## src/rtl/agco_pkg.sv

```systemverilog
// shared types and constants for the gain control state observer
package agco_pkg;

    // core clock and symbol timing
    localparam int unsigned CLK_HZ        = 25_000_000;
    localparam int unsigned SYM_RATE_HZ   = 9_600;
    localparam int unsigned UNIT_NUM      = 6;
    localparam int unsigned UNIT_DEN      = 5;
    localparam int unsigned UNIT_CYC      = (CLK_HZ * UNIT_NUM) / (UNIT_DEN * SYM_RATE_HZ);

    // sensing delays, in clock cycles
    localparam int unsigned SENSE_DLY     = 2;
    localparam int unsigned FS_DLY        = 8;
    // time allowed for frame sync after burst start, in timer units
    localparam int unsigned FS_WAIT_UNITS = 64;

    // observe code width and values
    localparam int unsigned CODE_W        = 10;
    localparam logic [CODE_W-1:0] CODE_WAIT  = 10'h000;
    localparam logic [CODE_W-1:0] CODE_BURST = 10'h100;
    localparam logic [CODE_W-1:0] CODE_NOHI  = 10'h200;
    localparam logic [CODE_W-1:0] CODE_LOCK  = 10'h300;
    localparam logic [CODE_W-1:0] CODE_DOWN  = 10'h380;

    // number of aux converters of each kind
    localparam int unsigned AUX_N         = 4;

    typedef enum logic [2:0] {
        AGCO_WAIT     = 3'b000,
        AGCO_BURST    = 3'b001,
        AGCO_PRE_NOHI = 3'b010,
        AGCO_FS_LOCK  = 3'b011,
        AGCO_FS_DOWN  = 3'b100,
        AGCO_FS_ANY   = 3'b101
    } agco_state_t;

    typedef enum logic [1:0] {
        AGCO_MODE_MANUAL = 2'b00,
        AGCO_MODE_FULL   = 2'b01,
        AGCO_MODE_LOCK   = 2'b10,
        AGCO_MODE_DOWN   = 2'b11
    } agco_mode_t;

    typedef enum logic [1:0] {
        AGCO_FI_1 = 2'b00,
        AGCO_FI_2 = 2'b01,
        AGCO_FI_4 = 2'b10,
        AGCO_FI_6 = 2'b11
    } agco_variant_t;

    // signal conditions seen by the gain control
    typedef struct packed {
        logic clip;
        logic above_high;
        logic below_low;
    } agco_sense_t;

    // observe and gain control configuration
    typedef struct packed {
        logic          obs_en;
        logic          obs_to_dac;
        logic [1:0]    obs_chan;
        agco_mode_t    mode;
        logic          no_high;
        agco_variant_t variant;
    } agco_cfg_t;

endpackage

```

## src/rtl/agco_observe.sv

```systemverilog
// gain control state machine with state observe output
`timescale 1ns/1ps
module agco_observe
    import agco_pkg::*;
#(
    parameter int unsigned SENSE_DELAY = SENSE_DLY,
    parameter int unsigned FSYNC_DELAY = FS_DLY,
    parameter int unsigned FS_WAIT     = FS_WAIT_UNITS,
    parameter int unsigned UNIT_CYCLES = UNIT_CYC
) (
    // clock and reset
    input  wire logic              clk_i,
    input  wire logic              rst_i,
    // configuration
    input  wire agco_cfg_t         cfg_i,
    input  wire logic              rx_mode_i,
    // receive events and conditions
    input  wire agco_sense_t       sense_i,
    input  wire logic              burst_start_i,
    input  wire logic              fsync_i,
    // manual gain step request
    input  wire logic              man_up_i,
    input  wire logic              man_down_i,
    // gain actions
    output logic                   gain_up_o,
    output logic                   gain_down_o,
    // observe output
    output logic [CODE_W-1:0]      obs_code_o,
    output logic                   obs_dac_wr_o,
    output logic                   obs_adc_wr_o,
    output logic [1:0]             obs_chan_o,
    output logic [AUX_N-1:0]       dac_held_o,
    output logic [AUX_N-1:0]       adc_held_o,
    output agco_state_t            state_o
);

    // delay lines for sensing and frame sync
    logic [SENSE_DELAY*3-1:0] sdl_r;
    logic [SENSE_DELAY*3-1:0] sdl_nxt;
    logic [FSYNC_DELAY-1:0]   fdl_r;
    logic [FSYNC_DELAY-1:0]   fdl_nxt;
    agco_sense_t              sense_d;
    logic                     fsync_d;

    always_comb begin
        sdl_nxt = {sdl_r[SENSE_DELAY*3-4:0], sense_i};
        fdl_nxt = {fdl_r[FSYNC_DELAY-2:0], fsync_i};
        sense_d = sdl_r[SENSE_DELAY*3-1 -: 3];
        fsync_d = fdl_r[FSYNC_DELAY-1];
    end

    always_ff @(posedge clk_i) begin
        if (rst_i) begin
            sdl_r <= '0;
            fdl_r <= '0;
        end else begin
            sdl_r <= sdl_nxt;
            fdl_r <= fdl_nxt;
        end
    end

    // state machine and burst timer
    localparam int unsigned TW = $clog2(FS_WAIT + 1);

    agco_state_t   st_r;
    agco_state_t   st_nxt;
    logic [TW-1:0] tmr_r;
    logic [TW-1:0] tmr_nxt;
    logic          unit_tick;
    logic          auto_on;

    agco_unit_tick #(
        .UNIT_CYCLES (UNIT_CYCLES)
    ) u_tick (
        .clk_i  (clk_i),
        .rst_i  (rst_i),
        .clr_i  (st_r == AGCO_WAIT),
        .tick_o (unit_tick)
    );

    always_comb begin
        auto_on = rx_mode_i && (cfg_i.mode != AGCO_MODE_MANUAL);
        st_nxt  = st_r;
        tmr_nxt = tmr_r;
        if (!auto_on) begin
            st_nxt  = AGCO_WAIT;
            tmr_nxt = '0;
        end else begin
            case (st_r)
                AGCO_WAIT: begin
                    tmr_nxt = '0;
                    if (burst_start_i) begin
                        st_nxt = AGCO_BURST;
                    end
                end
                AGCO_BURST, AGCO_PRE_NOHI: begin
                    if (unit_tick) begin
                        tmr_nxt = tmr_r + 1'b1;
                    end
                    if (fsync_d) begin
                        tmr_nxt = '0;
                        case (cfg_i.mode)
                            AGCO_MODE_LOCK: st_nxt = AGCO_FS_LOCK;
                            AGCO_MODE_DOWN: st_nxt = AGCO_FS_DOWN;
                            default:        st_nxt = AGCO_FS_ANY;
                        endcase
                    end else if (tmr_r == TW'(FS_WAIT)) begin
                        st_nxt = AGCO_WAIT;
                    end else if (st_r == AGCO_BURST && cfg_i.no_high) begin
                        st_nxt = AGCO_PRE_NOHI;
                    end
                end
                default: begin
                    // stays until receive or auto mode ends
                    st_nxt = st_r;
                end
            endcase
        end
    end

    always_ff @(posedge clk_i) begin
        if (rst_i) begin
            st_r  <= AGCO_WAIT;
            tmr_r <= '0;
        end else begin
            st_r  <= st_nxt;
            tmr_r <= tmr_nxt;
        end
    end

    // gain action gating and observe code
    logic                up_r;
    logic                up_nxt;
    logic                down_r;
    logic                down_nxt;
    logic [CODE_W-1:0]   code_r;
    logic [CODE_W-1:0]   code_nxt;
    logic                dwr_r;
    logic                dwr_nxt;
    logic                awr_r;
    logic                awr_nxt;
    logic [1:0]          chan_r;
    logic [1:0]          chan_nxt;
    logic [AUX_N-1:0]    dheld_r;
    logic [AUX_N-1:0]    dheld_nxt;
    logic [AUX_N-1:0]    aheld_r;
    logic [AUX_N-1:0]    aheld_nxt;
    logic                obs_ok;
    logic                allow_down;
    logic                allow_up;
    logic                wr;

    always_comb begin
        obs_ok     = cfg_i.obs_en && (cfg_i.variant != AGCO_FI_6);
        allow_down = 1'b0;
        allow_up   = 1'b0;
        code_nxt   = code_r;
        case (st_r)
            AGCO_WAIT: begin
                code_nxt   = CODE_WAIT;
                allow_down = sense_d.clip || sense_d.above_high;
                allow_up   = sense_d.below_low;
            end
            AGCO_BURST: begin
                code_nxt   = CODE_BURST;
                allow_down = sense_d.clip || sense_d.above_high;
                allow_up   = sense_d.below_low;
            end
            AGCO_PRE_NOHI: begin
                code_nxt   = CODE_NOHI;
                allow_down = sense_d.clip;
                allow_up   = sense_d.below_low;
            end
            AGCO_FS_LOCK: begin
                code_nxt   = CODE_LOCK;
            end
            AGCO_FS_DOWN: begin
                code_nxt   = CODE_DOWN;
                allow_down = sense_d.clip || sense_d.above_high;
            end
            default: begin
                code_nxt   = code_r;
                allow_down = sense_d.clip || sense_d.above_high;
                allow_up   = sense_d.below_low;
            end
        endcase
        if (auto_on) begin
            down_nxt = allow_down;
            up_nxt   = allow_up && !allow_down;
        end else begin
            down_nxt = (cfg_i.mode == AGCO_MODE_MANUAL) && man_down_i;
            up_nxt   = (cfg_i.mode == AGCO_MODE_MANUAL) && man_up_i && !man_down_i;
        end
        // a newly chosen target (first enable, other channel, other converter kind) gets the code at once
        wr        = obs_ok && ((code_nxt != code_r) || (chan_r != cfg_i.obs_chan)
                    || (cfg_i.obs_to_dac ? (dheld_r == '0) : (aheld_r == '0)));
        dwr_nxt   = wr && cfg_i.obs_to_dac;
        awr_nxt   = wr && !cfg_i.obs_to_dac;
        chan_nxt  = cfg_i.obs_chan;
        dheld_nxt = '0;
        aheld_nxt = '0;
        if (obs_ok) begin
            if (cfg_i.obs_to_dac) begin
                dheld_nxt[cfg_i.obs_chan] = 1'b1;
            end else begin
                aheld_nxt[cfg_i.obs_chan] = 1'b1;
            end
        end
    end

    always_ff @(posedge clk_i) begin
        if (rst_i) begin
            up_r    <= 1'b0;
            down_r  <= 1'b0;
            code_r  <= CODE_WAIT;
            dwr_r   <= 1'b0;
            awr_r   <= 1'b0;
            chan_r  <= 2'h0;
            dheld_r <= '0;
            aheld_r <= '0;
        end else begin
            up_r    <= up_nxt;
            down_r  <= down_nxt;
            code_r  <= code_nxt;
            dwr_r   <= dwr_nxt;
            awr_r   <= awr_nxt;
            chan_r  <= chan_nxt;
            dheld_r <= dheld_nxt;
            aheld_r <= aheld_nxt;
        end
    end

    assign gain_up_o    = up_r;
    assign gain_down_o  = down_r;
    assign obs_code_o   = code_r;
    assign obs_dac_wr_o = dwr_r;
    assign obs_adc_wr_o = awr_r;
    assign obs_chan_o   = chan_r;
    assign dac_held_o   = dheld_r;
    assign adc_held_o   = aheld_r;
    assign state_o      = st_r;
endmodule // agco_observe

```

## src/rtl/agco_unit_tick.sv

```systemverilog
// timer unit tick generator, one pulse per six fifths of a symbol
`timescale 1ns/1ps
module agco_unit_tick
    import agco_pkg::*;
#(
    parameter int unsigned UNIT_CYCLES = UNIT_CYC
) (
    // clock and reset
    input  wire logic clk_i,
    input  wire logic rst_i,
    // control
    input  wire logic clr_i,
    // tick out
    output logic      tick_o
);

    localparam int unsigned CW = $clog2(UNIT_CYCLES + 1);

    logic [CW-1:0] cnt_r;
    logic [CW-1:0] cnt_nxt;
    logic          tick_r;
    logic          tick_nxt;

    always_comb begin
        cnt_nxt  = cnt_r + 1'b1;
        tick_nxt = 1'b0;
        if (clr_i) begin
            cnt_nxt = '0;
        end else if (cnt_r == CW'(UNIT_CYCLES - 1)) begin
            cnt_nxt  = '0;
            tick_nxt = 1'b1;
        end
    end

    always_ff @(posedge clk_i) begin
        if (rst_i) begin
            cnt_r  <= '0;
            tick_r <= 1'b0;
        end else begin
            cnt_r  <= cnt_nxt;
            tick_r <= tick_nxt;
        end
    end

    assign tick_o = tick_r;

endmodule // agco_unit_tick

```

## config.mk

```make
export PLATFORM = sky130hd
export DESIGN_NAME = agco_observe
export DESIGN_NICKNAME = d
export VERILOG_FILES = /design/src/rtl/agco_pkg.sv /design/src/rtl/agco_observe.sv /design/src/rtl/agco_unit_tick.sv
export SDC_FILE = /design/constraint.sdc
export NUM_CORES = 1
export LEC_CHECK = 0
export ABC_AREA = 1
export BUFFER_PORTS_ARGS = -buffer_cell sky130_fd_sc_hd__buf_2
export CAP_MARGIN = 20
export CORE_MARGIN = 4
export CORE_UTILIZATION = 42
export DETAILED_ROUTE_END_ITERATION = 10
export PLACE_DENSITY = 0.63
export RECOVER_POWER = 100
export SYNTH_ARGS = -nofsm -noshare
export SYNTH_HDL_FRONTEND = slang
export SYNTH_HIERARCHICAL = 1
export SYNTH_SLANG_ARGS = --single-unit
```

## constraint.sdc

```tcl
create_clock -name clk_i -period 2.3 [get_ports clk_i]
set_clock_uncertainty 0.1 [all_clocks]
set_input_delay 0.115 -clock clk_i [delete_from_list [all_inputs] [get_ports clk_i]]
set_output_delay 0.115 -clock clk_i [all_outputs]
set_load 0.02 [all_outputs]
```

# After elaboration in Yosys (flattened, before gate mapping)
# Index checks and enable logic that the tools add are counted.
dict set report classes {
  muxes 18
  order_cmp 2
  addsub 2
  eq_ne 14
  reduce_logical 32
  n_bitwise 3
}
# cell n
set op_table {}
lappend op_table {{10-bit case mux with 5 select lines} 1}
lappend op_table {{7-bit two-way mux} 2}
lappend op_table {{7-bit case mux with 2 select lines} 1}
lappend op_table {{12-bit by 1-bit adder with 12-bit output, second input constant} 1}
lappend op_table {{12-bit == test, second input constant} 1}
lappend op_table {{3-bit two-way mux} 4}
lappend op_table {{3-bit case mux with 2 select lines} 2}
lappend op_table {{1-bit logical AND} 11}
lappend op_table {{10-bit inequality test} 1}
lappend op_table {{3-bit OR reduction} 3}
lappend op_table {{4-bit zero test} 2}
lappend op_table {{2-bit OR reduction} 4}
lappend op_table {{7-bit by 1-bit adder with 7-bit output, second input constant} 1}
lappend op_table {{7-bit == test, second input constant} 1}
lappend op_table {{3-bit by 2-bit == test with 1-bit output, second input constant} 2}
lappend op_table {{1-bit two-way mux} 6}
lappend op_table {{2-bit == test, second input constant} 2}
lappend op_table {{2-bit inequality test, second input constant} 2}
lappend op_table {{4-bit inequality test, second input constant} 1}
lappend op_table {{2-bit nonzero test} 2}
lappend op_table {{3-bit by 1-bit == test with 1-bit output, second input constant} 1}
lappend op_table {{3-bit == test, second input constant} 1}
lappend op_table {{1-bit zero test} 3}
lappend op_table {{3-bit zero test} 1}
lappend op_table {{other kinds (11)} 15}
dict set report totals {
  out_inout_bits 27
  register_bits 61
  word_cells 85
  input_bits 19
}

# Depth between registers and ports, before layout
# Gate-level depths: netlist (run 1).
dict set report logic_depth {
  ltp_word 7
  mapped_depth 11
  ltp_nobuf 11
}

# Hierarchy
# Netlist (run 1), hierarchy kept.
# mod seq_area_each_um2 cells_per_inst area_each_um2 instances
set modules_own_cells {}
lappend modules_own_cells {agco_observe 960.9 260 1934.4 1}
lappend modules_own_cells {agco_unit_tick 260.2 88 639.4 1}

# Worst setup path before layout (run 1)
# OpenSTA, ideal clock, no wires.
dict set report synth_timing {
  path_type {reg2reg}
  from {register st_r[2], in the netlist state_o[2]}
  to {register dwr_r, in the netlist obs_dac_wr_o}
  arrival_time_ns 1.210
  path_buffers 1
  path_slack_ns 0.871
  setup_time_ns 0.119
  required_time_ns 2.081
  synth_period_minus_slack_ns 1.429
  stages_incl_launch_ff 9
  path_cell_list {dfxtp_1 -> buf_2 -> inv_4 -> nor2_2 -> nor2_1 -> o21ai_1 -> nand2_1 -> nor2_1 -> nor2_1}
}
dict set report synth_via {
  elab_chain_cells 7
  elab_cells_between_ends 11
  classes_between {5 x eq/ne; 1 x mux; 5 x reduce/logical}
}
# element line_no
set synth_lines {}
lappend synth_lines {{start: declaration} agco_observe.sv:65} ;# agco_state_t st_r;
lappend synth_lines {{start signal: assignment} agco_observe.sv:126} ;# st_r <= st_nxt;
lappend synth_lines {{3-bit == test (tied with other cells)} agco_observe.sv:158} ;# case (st_r)
lappend synth_lines {{10-bit case mux with 5 select lines *} agco_observe.sv:158}
lappend synth_lines {{10-bit inequality test *} agco_observe.sv:195} ;# wr = obs_ok && ((code_nxt != code_r) || (chan_r != cfg_i.obs_chan)
lappend synth_lines {{1-bit logical OR *} agco_observe.sv:195}
lappend synth_lines {{1-bit logical OR *} agco_observe.sv:196} ;# || (cfg_i.obs_to_dac ? (dheld_r == '0) : (aheld_r == '0)));
lappend synth_lines {{1-bit logical AND *} agco_observe.sv:195}
lappend synth_lines {{1-bit logical AND *} agco_observe.sv:197} ;# dwr_nxt = wr && cfg_i.obs_to_dac;
lappend synth_lines {{end signal: assignment} agco_observe.sv:225} ;# dwr_r <= dwr_nxt;
lappend synth_lines {{end: declaration} agco_observe.sv:138} ;# logic dwr_r;
# Every way passes the cells marked *; elsewhere a longest branch is shown, timed or not.
# A chain may end at the register's enable or synchronous reset.

# Final worst setup path (run 1)
dict set report layout_timing {
  from {register st_r[2], in the netlist state_o[2]}
  to {register tmr_r[5]}
}
dict set report layout_via {
  elab_chain_cells 4
  elab_cells_between_ends 8
  classes_between {3 x eq/ne; 1 x mux; 4 x reduce/logical}
}
# element line_no
set layout_lines {}
lappend layout_lines {{3-bit by 1-bit == test with 1-bit output or 3-bit by 2-bit == test with 1-bit output (tied branches)} agco_observe.sv:89} ;# case (st_r)
lappend layout_lines {{2-bit OR reduction} agco_observe.sv:89}
lappend layout_lines {{3-bit by 2-bit inequality test with 1-bit output (no source line) or 2-bit nonzero test (tied branches)} n/a}
lappend layout_lines {{2-bit AND reduction (no source line)} n/a}
lappend layout_lines {{end signal: assignment} agco_observe.sv:127} ;# tmr_r <= tmr_nxt;
lappend layout_lines {{end: declaration} agco_observe.sv:67} ;# logic [TW-1:0] tmr_r;
# Several ways; a longest one is shown, not always the timed one.

==> impl_metrics.xml, run 1 <==
<?xml version="1.0" encoding="UTF-8"?>
<metrics>
  <group name="critical_path">
    <metric name="reg2regPathDepth" unit="">8</metric>
    <metric name="worst_setup_path_end_kind" unit="">flop</metric>
    <metric name="worst-setup-path-type" unit="">flop to flop</metric>
    <metric name="timing.critical_path.fanout_max" unit="">10</metric>
    <metric name="worst_r2r_endpoint" unit="">tmr_r[5]</metric>
    <metric name="worst-r2r-setup-slack" unit="ps">500</metric>
    <metric name="startpoint_type" unit="">flop</metric>
    <metric name="critical_path_arrival" unit="ps">1960</metric>
    <metric name="timing.critical_path.required" unit="ps">2460</metric>
    <metric name="rr_startpoint" unit="">state_o[2]</metric>
  </group>
  <group name="detailed_routing">
    <metric name="drt-vias-per-instance" unit="">4.57</metric>
    <metric name="detail_route.wl_per_cell" unit="um">11.0</metric>
    <metric name="drt_iter0_drc" unit="">80</metric>
    <metric name="drt.antenna.violating_nets" unit="">0</metric>
    <metric name="num_vias" unit="">2236</metric>
    <metric name="detail_route.drc_violations" unit="">0</metric>
    <metric name="drt_pre_antenna_iters" unit="">4</metric>
    <metric name="totalWireLength" unit="um">5360</metric>
  </group>
  <group name="timing">
    <metric name="finalWorstPathRequiredPeriod" unit="ps">1800</metric>
    <metric name="hold_violations" unit="">0</metric>
    <metric name="fmax" unit="GHz">0.555</metric>
    <metric name="rsz0062_at_grt" unit="">no</metric>
    <metric name="final-max-slew-violation-count" unit="">0</metric>
    <metric name="max_slew.worst_pin.slew" unit="ps">393</metric>
    <metric name="setup_violations" unit="">0</metric>
    <metric name="slew-limit-headroom" unit="%">73.7</metric>
    <metric name="setup_total_negative_slack" unit="ps">0</metric>
    <metric name="final.period_utilization" unit="%">78.3</metric>
  </group>
  <group name="clock_network">
    <metric name="post_cts.resized_instances" unit="">0</metric>
    <metric name="worstSkewPairLatency" unit="ps">330</metric>
    <metric name="clock-root-buffer" unit="">sky130_fd_sc_hd__clkbuf_8</metric>
    <metric name="clk_pin_slew_worst_paths" unit="ps">70</metric>
    <metric name="cts-root-to-sink-buffers" unit="">2</metric>
    <metric name="h-tree-depth" unit="">3</metric>
    <metric name="clock_tree_from_tritoncts" unit="">yes</metric>
    <metric name="cts.repair_timing.setup_buffer_count" unit="">0</metric>
    <metric name="cts-buffers-inserted" unit="">9</metric>
    <metric name="cts_sinks" unit="">61</metric>
  </group>
  <group name="floorplan">
    <metric name="std_cell_rows" unit="">28</metric>
    <metric name="placeableCoreArea" unit="mm^2">0.00592</metric>
    <metric name="die_y" unit="um">86.3</metric>
    <metric name="chipWidth" unit="um">86.3</metric>
    <metric name="ioPinCount" unit="">46</metric>
    <metric name="floorplan.die_area" unit="mm^2">0.00744</metric>
    <metric name="start_util" unit="%">43.5</metric>
  </group>
  <group name="cells_and_area">
    <metric name="finalNetCount" unit="">432</metric>
    <metric name="diode_count" unit="">0</metric>
    <metric name="area.growth.synth_to_final" unit="%">20.4</metric>
    <metric name="final_layout_size_suffix_gt1_share" unit="%">11.1</metric>
    <metric name="layoutNonFillerInstCount" unit="">489</metric>
    <metric name="post-route-cell-area" unit="mm^2">0.00310</metric>
    <metric name="layout.cells.most_common" unit="">sky130_fd_sc_hd__nor2_1</metric>
    <metric name="most-common-layout-cells" unit="">66 x sky130_fd_sc_hd__nor2_1, 61 x sky130_fd_sc_hd__dfxtp_1, 60 x sky130_fd_sc_hd__nand2_1</metric>
    <metric name="total_of_fill_cells_in_the_finished_design" unit="">608</metric>
  </group>
  <group name="power_and_ir_drop">
    <metric name="netSwitchingFraction" unit="%">25.4</metric>
    <metric name="reported_net_switching_power" unit="mW">0.556</metric>
    <metric name="pwr-share-seq" unit="%">49.6</metric>
    <metric name="leakagePower" unit="nW">1.24</metric>
    <metric name="share_clk_of_total_power" unit="%">43.3</metric>
    <metric name="total_power" unit="mW">2.19</metric>
    <metric name="internal_power_contribution" unit="mW">1.64</metric>
    <metric name="powerDensity" unit="mW/mm^2">708</metric>
    <metric name="maximum_vdd_drop" unit="mV">0.445</metric>
    <metric name="power_frac_comb" unit="%">7.1</metric>
  </group>
  <group name="logic_synthesis">
    <metric name="synth.yosys.seq_area_share" unit="%">47.4</metric>
    <metric name="syn-instance-count" unit="">348</metric>
    <metric name="post_synthesis_net_count" unit="">371</metric>
    <metric name="syn_area" unit="mm^2">0.00257</metric>
    <metric name="async_flop_share" unit="%">0</metric>
    <metric name="synth-seq-cells" unit="">61</metric>
    <metric name="synth.distinct_cells" unit="">29</metric>
    <metric name="synth-warning-count" unit="">6</metric>
    <metric name="avgSynthCellArea" unit="um^2">7.40</metric>
    <metric name="synthFlopType" unit="">sky130_fd_sc_hd__dfxtp_1</metric>
    <metric name="synth_edf_count" unit="">0</metric>
  </group>
  <group name="flow_run">
    <metric name="cap_viol_max_count" unit="">0</metric>
  </group>
  <group name="global_routing">
    <metric name="first_pass_grt_wire_length" unit="um">9040</metric>
    <metric name="first_global_vias" unit="">2073</metric>
    <metric name="grt_antenna_before_repair" unit="">0</metric>
    <metric name="grt.total_usage" unit="%">15.2</metric>
    <metric name="grt_start_max_net_pins" unit="">27</metric>
    <metric name="grt.overflow.total" unit="">0</metric>
  </group>
  <group name="min_path">
    <metric name="min_to" unit="">state_o[2]</metric>
    <metric name="hold_path.startpoint" unit="">cfg_i[4]</metric>
    <metric name="worst_hold_path.num_cells" unit="">4</metric>
    <metric name="hp-class" unit="">primary input to flop</metric>
  </group>
  <group name="status">
    <metric name="run_status" unit="">completed</metric>
  </group>
  <group name="placed_design">
    <metric name="dpl.cell_count" unit="">464</metric>
    <metric name="placedInstanceArea" unit="mm^2">0.00287</metric>
    <metric name="port-buffer-count" unit="">45</metric>
    <metric name="place_congestion" unit="">0.819</metric>
    <metric name="place.detailed.hpwl" unit="um">3910</metric>
  </group>
</metrics>
==> metal layers <==
| layer | up-vias | routed length, um | track usage (%) |
|---|---|---|---|
| li1 | 1204 | - | - |
| met1 | 989 | 2510 | 19.0 |
| met2 | 35 | 2540 | 24.5 |
| met3 | 8 | 226 | 3.80 |
| met4 | 0 | 93 | 7.51 |
| met5 | - | 0 | 0 |
==> sequential cells by signal, indices dropped and copies added, names as in the netlist <==
signal	count
obs_chan_o	2
gain_down_o	1
state_o	3
obs_adc_wr_o	1
obs_code_o	10
adc_held_o	4
gain_up_o	1
tmr_r	7
obs_dac_wr_o	1
sdl_r	6
fdl_r	8
u_tick/cnt_r	12
dac_held_o	4
u_tick/tick_o	1
==> worst max-delay path: stages (launching register included) <==
cell and delay [ps]:
sky130_fd_sc_hd__dfxtp_1 530, sky130_fd_sc_hd__clkinvlp_2 280, sky130_fd_sc_hd__nand2_1 170, sky130_fd_sc_hd__nor2_1 100, sky130_fd_sc_hd__nand2_2 100, sky130_fd_sc_hd__nand2_4 90
sky130_fd_sc_hd__clkinvlp_2 140, sky130_fd_sc_hd__nand2_1 70, sky130_fd_sc_hd__a21oi_1 160
==> synth_stat cells (2+ instances only) <==
cell                       instances  share of area, %
sky130_fd_sc_hd__nand2_1          58               8.5
sky130_fd_sc_hd__o21ai_0           4              0.78
sky130_fd_sc_hd__o21ai_1           5              0.97
sky130_fd_sc_hd__inv_1            54               7.9
sky130_fd_sc_hd__nand3b_1          4               1.2
sky130_fd_sc_hd__xor2_1            2              0.68
sky130_fd_sc_hd__nand2_2           4              0.97
sky130_fd_sc_hd__nand3_1          25               4.9
sky130_fd_sc_hd__nand4_1           4              0.97
sky130_fd_sc_hd__nor2_1           63               9.2
sky130_fd_sc_hd__dfxtp_1          61                47
sky130_fd_sc_hd__inv_4             2              0.49
sky130_fd_sc_hd__nor3_1           14               2.7
sky130_fd_sc_hd__a21oi_1          18               3.5
sky130_fd_sc_hd__ha_1              4               1.9
sky130_fd_sc_hd__nor2_2            3              0.73
sky130_fd_sc_hd__xnor2_1           5               1.7
sky130_fd_sc_hd__clkbuf_1          3              0.44
sky130_fd_sc_hd__nand3_2           2              0.78
sky130_fd_sc_hd__nor2_4            3               1.3
sky130_fd_sc_hd__or2_2             2              0.49
==> layout make-up <==
type / instances / area (um^2) / area share (%)
flip-flops and latches: 61 / 1220 / 39.4
multi-input cells: 225 / 1080 / 34.9
repair buffers: 55 / 287 / 9.25
inverters: 57 / 216 / 6.99
clock buffers: 9 / 124 / 4.00
well taps: 75 / 93.8 / 3.03
clock inverters: 7 / 73.8 / 2.38
==> logic make-up after synthesis <==
| kind of cell | count (synthesis) | share of synthesized area [%] |
|---|---|---|
| xor+xnor | 7 | 2.38 |
| buf+inv | 62 | 9.58 |
| compound gates | 30 | 6.08 |
| simple gates | 184 | 32.6 |
| flops | 61 | 47.4 |
| fa+ha+maj | 4 | 1.94 |
==> per-stage QoR <==
step | setup WS (ps) | util, % | hold WS (ps)
after global routing | 353 | 52.3 | 35.4
after floorplan | 871 | - | 91.8
after global placement | 831 | 48.5 | 221
after CTS | 790 | 53.4 | 15.5
after detailed placement | 813 | 48.5 | 227
final | 499 | 52.3 | 36.6
==> power by group through the flow <==
stage | Clock (mW) | Sequential [mW] | Combinational (mW)
CTS | 0.976 | 1.09 | 0.167
global placement | 0 | 1.11 | 0.154
floorplan | 0 | 1.12 | 0.0945
global route | 1.03 | 1.09 | 0.178
finish | 0.949 | 1.09 | 0.157
detailed placement | 0 | 1.11 | 0.155
==> worst max-delay path by stage <==
| stage | end | slack, ps | start |
|---|---|---|---|
| after floorplan | obs_dac_wr_o | 870 | state_o[2] |
| after global placement | obs_adc_wr_o | 830 | state_o[2] |
| after detailed placement | obs_dac_wr_o | 810 | state_o[2] |
| after CTS | obs_dac_wr_o | 790 | state_o[2] |
| after global routing | tmr_r[5] | 350 | state_o[2] |
| final | tmr_r[5] | 500 | state_o[2] |
==> what timing repair did <==
action	CTS	global route
endpoints found under the hold margin	12	0
hold buffers	9	0
endpoints found under the setup margin	0	0
(Power assumes the default switching activity.)
==> run 2: changes to the inputs <==
==> constraint.sdc (replaced) <==
create_clock -name clk_i -period 1.74 [get_ports clk_i]
set_clock_uncertainty 0.1 [all_clocks]
set_input_delay 0.087 -clock clk_i [delete_from_list [all_inputs] [get_ports clk_i]]
set_output_delay 0.087 -clock clk_i [all_outputs]
set_load 0.02 [all_outputs]
==> impl_metrics.xml, run 2 (synthesized netlist as in run 1, its figures left out) <==
<?xml version="1.0" encoding="UTF-8"?>
<metrics>
  <group name="global_routing">
    <metric name="grt_antenna_before_repair" unit="">0</metric>
    <metric name="first_global_vias" unit="">2103</metric>
    <metric name="grt.overflow.total" unit="">0</metric>
    <metric name="grt.total_usage" unit="%">16.0</metric>
    <metric name="grt_start_max_net_pins" unit="">27</metric>
    <metric name="first_pass_grt_wire_length" unit="um">9400</metric>
  </group>
  <group name="clock_network">
    <metric name="h-tree-depth" unit="">3</metric>
    <metric name="clk_pin_slew_worst_paths" unit="ps">80</metric>
    <metric name="cts_sinks" unit="">61</metric>
    <metric name="cts-root-to-sink-buffers" unit="">2</metric>
    <metric name="clock_tree_from_tritoncts" unit="">yes</metric>
    <metric name="post_cts.resized_instances" unit="">0</metric>
    <metric name="worstSkewPairLatency" unit="ps">340</metric>
    <metric name="cts-buffers-inserted" unit="">9</metric>
    <metric name="clock-root-buffer" unit="">sky130_fd_sc_hd__clkbuf_8</metric>
  </group>
  <group name="cells_and_area">
    <metric name="post-route-cell-area" unit="mm^2">0.00315</metric>
    <metric name="layoutNonFillerInstCount" unit="">490</metric>
    <metric name="final-seq-area" unit="mm^2">0.00122</metric>
    <metric name="final_layout_size_suffix_gt1_share" unit="%">11.8</metric>
    <metric name="layout.cells.most_common" unit="">sky130_fd_sc_hd__nor2_1</metric>
    <metric name="multi_input_area" unit="mm^2">0.00110</metric>
    <metric name="finalNetCount" unit="">433</metric>
    <metric name="area.growth.synth_to_final" unit="%">22.6</metric>
    <metric name="most-common-layout-cells" unit="">64 x sky130_fd_sc_hd__nor2_1, 61 x sky130_fd_sc_hd__dfxtp_1, 59 x sky130_fd_sc_hd__nand2_1</metric>
    <metric name="registers.top_by_ff_count" unit="">u_tick/cnt_r</metric>
    <metric name="total_of_fill_cells_in_the_finished_design" unit="">601</metric>
    <metric name="diode_count" unit="">0</metric>
    <metric name="largest_reg_flops" unit="">12</metric>
  </group>
  <group name="detailed_routing">
    <metric name="detail_route.wl_per_cell" unit="um">11.2</metric>
    <metric name="detail_route.drc_violations" unit="">0</metric>
    <metric name="drt_iter0_drc" unit="">57</metric>
    <metric name="drt.antenna.violating_nets" unit="">0</metric>
    <metric name="totalWireLength" unit="um">5470</metric>
    <metric name="drt_pre_antenna_iters" unit="">4</metric>
    <metric name="drt-vias-per-instance" unit="">4.54</metric>
    <metric name="num_vias" unit="">2223</metric>
  </group>
  <group name="critical_path">
    <metric name="max_stage_delay" unit="ps">570</metric>
    <metric name="timing.critical_path.slowest_stage_cell" unit="">sky130_fd_sc_hd__dfxtp_1</metric>
    <metric name="worst-r2r-setup-slack" unit="ps">190</metric>
    <metric name="reg2regPathDepth" unit="">7</metric>
    <metric name="startpoint_type" unit="">flop</metric>
    <metric name="critical_path_arrival" unit="ps">1670</metric>
    <metric name="rr_startpoint" unit="">state_o[2]</metric>
    <metric name="worst_r2r_endpoint" unit="">obs_dac_wr_o</metric>
    <metric name="worst-setup-path-type" unit="">flop to flop</metric>
    <metric name="worst_setup_path_end_kind" unit="">flop</metric>
    <metric name="critical-path-top-delay-family" unit="">flip-flops</metric>
    <metric name="timing.critical_path.fanout_max" unit="">10</metric>
    <metric name="cp_cell_sequence" unit="">inv_4 &gt; nor2_2 &gt; inv_1 &gt; nand2_1 &gt; nand2_1 &gt; nor2_1 &gt; nor2_1</metric>
    <metric name="critical_path.n_buffers_inverters" unit="">2</metric>
    <metric name="cp.depth" unit="">7</metric>
    <metric name="timing.critical_path.required" unit="ps">1860</metric>
  </group>
  <group name="timing">
    <metric name="slew-limit-headroom" unit="%">73.1</metric>
    <metric name="setup_total_negative_slack" unit="ps">0</metric>
    <metric name="hold_violations" unit="">0</metric>
    <metric name="final-max-slew-violation-count" unit="">0</metric>
    <metric name="fmax" unit="GHz">0.646</metric>
    <metric name="final.period_utilization" unit="%">88.9</metric>
    <metric name="setup_violations" unit="">0</metric>
    <metric name="finalWorstPathRequiredPeriod" unit="ps">1550</metric>
    <metric name="rsz0062_at_grt" unit="">no</metric>
    <metric name="max_slew.worst_pin.slew" unit="ps">403</metric>
  </group>
  <group name="placed_design">
    <metric name="place.detailed.hpwl" unit="um">3910</metric>
    <metric name="place_congestion" unit="">0.819</metric>
    <metric name="dpl.cell_count" unit="">464</metric>
    <metric name="port-buffer-count" unit="">45</metric>
    <metric name="placedInstanceArea" unit="mm^2">0.00287</metric>
  </group>
  <group name="power_and_ir_drop">
    <metric name="total_power" unit="mW">3.07</metric>
    <metric name="leakagePower" unit="nW">1.26</metric>
    <metric name="maximum_vdd_drop" unit="mV">0.783</metric>
    <metric name="powerDensity" unit="mW/mm^2">972</metric>
  </group>
  <group name="status">
    <metric name="run_status" unit="">completed</metric>
  </group>
  <group name="floorplan">
    <metric name="floorplan.die_area" unit="mm^2">0.00744</metric>
    <metric name="std_cell_rows" unit="">28</metric>
    <metric name="ioPinCount" unit="">46</metric>
    <metric name="chipWidth" unit="um">86.3</metric>
    <metric name="start_util" unit="%">43.5</metric>
    <metric name="placeableCoreArea" unit="mm^2">0.00592</metric>
    <metric name="die_y" unit="um">86.3</metric>
  </group>
  <group name="flow_run">
    <metric name="cap_viol_max_count" unit="">0</metric>
  </group>
  <group name="min_path">
    <metric name="worst_hold_path.num_cells" unit="">4</metric>
    <metric name="hold_path.startpoint" unit="">rst_i</metric>
    <metric name="hp-class" unit="">primary input to flop</metric>
    <metric name="min_to" unit="">obs_code_o[0]</metric>
  </group>
</metrics>
run 2: where the power goes:
group	leakage (nW)	total, mW	internal, mW	switching, mW
registers	0.495	1.44	1.42	0.0154
logic	0.656	0.214	0.0806	0.133
clock network	0.110	1.42	0.813	0.604
total	1.26	3.07	2.31	0.753
run 2: final cells by class:
class                           count  share of cell area [%]
Timing Repair Buffer               56                    9.40
Inverter                           57                    6.94
Multi-Input combinational cell    225                    34.9
Sequential cell                    61                    38.7
Clock buffer                        9                    3.93
Clock inverter                      7                    3.13
Tap cell                           75                    2.98
run 2: per-layer routing:
layer  share of wire, %  global-route usage [%]  wire [um]  vias to the layer above
met4                1.8                    7.37         99                        0
met1                 45                    20.0       2480                      958
met5                  0                       0          0                        -
met3                5.3                    5.32        291                        9
met2                 48                    25.1       2600                       42
li1                   -                       -          -                     1214
run 2: what timing repair did:
action,CTS,global route
setup buffers,0,0
hold endpoints to repair,13,0
hold buffers,10,0
run 2: how the worst max path moves through the flow:
stage / from / to / slack (ps)
after global placement: state_o[2] / obs_adc_wr_o / 270
after CTS: state_o[2] / obs_dac_wr_o / 260
after detailed placement: state_o[2] / obs_dac_wr_o / 260
final: state_o[2] / obs_dac_wr_o / 190
after floorplan: state_o[2] / obs_dac_wr_o / 310
after global routing: tmr_r[0] / state_o[0] / 40
run 2: stage by stage:
step | hold slack [ps] | setup WS, ps | utilization (%)
after CTS | 12.5 | 255 | 54.0
after global placement | 193 | 271 | 48.5
final | 23.9 | 193 | 53.3
after global routing | 33.1 | 35.9 | 53.3
after detailed placement | 198 | 259 | 48.5
after floorplan | 63.8 | 311 | -
run 2: worst register-to-register path, stage by stage (launching register included):
cell and delay (ps):
sky130_fd_sc_hd__dfxtp_1 570, sky130_fd_sc_hd__inv_4 90, sky130_fd_sc_hd__nor2_2 160, sky130_fd_sc_hd__inv_1 160, sky130_fd_sc_hd__nand2_1 110, sky130_fd_sc_hd__nand2_1 60
sky130_fd_sc_hd__nor2_1 140, sky130_fd_sc_hd__nor2_1 60
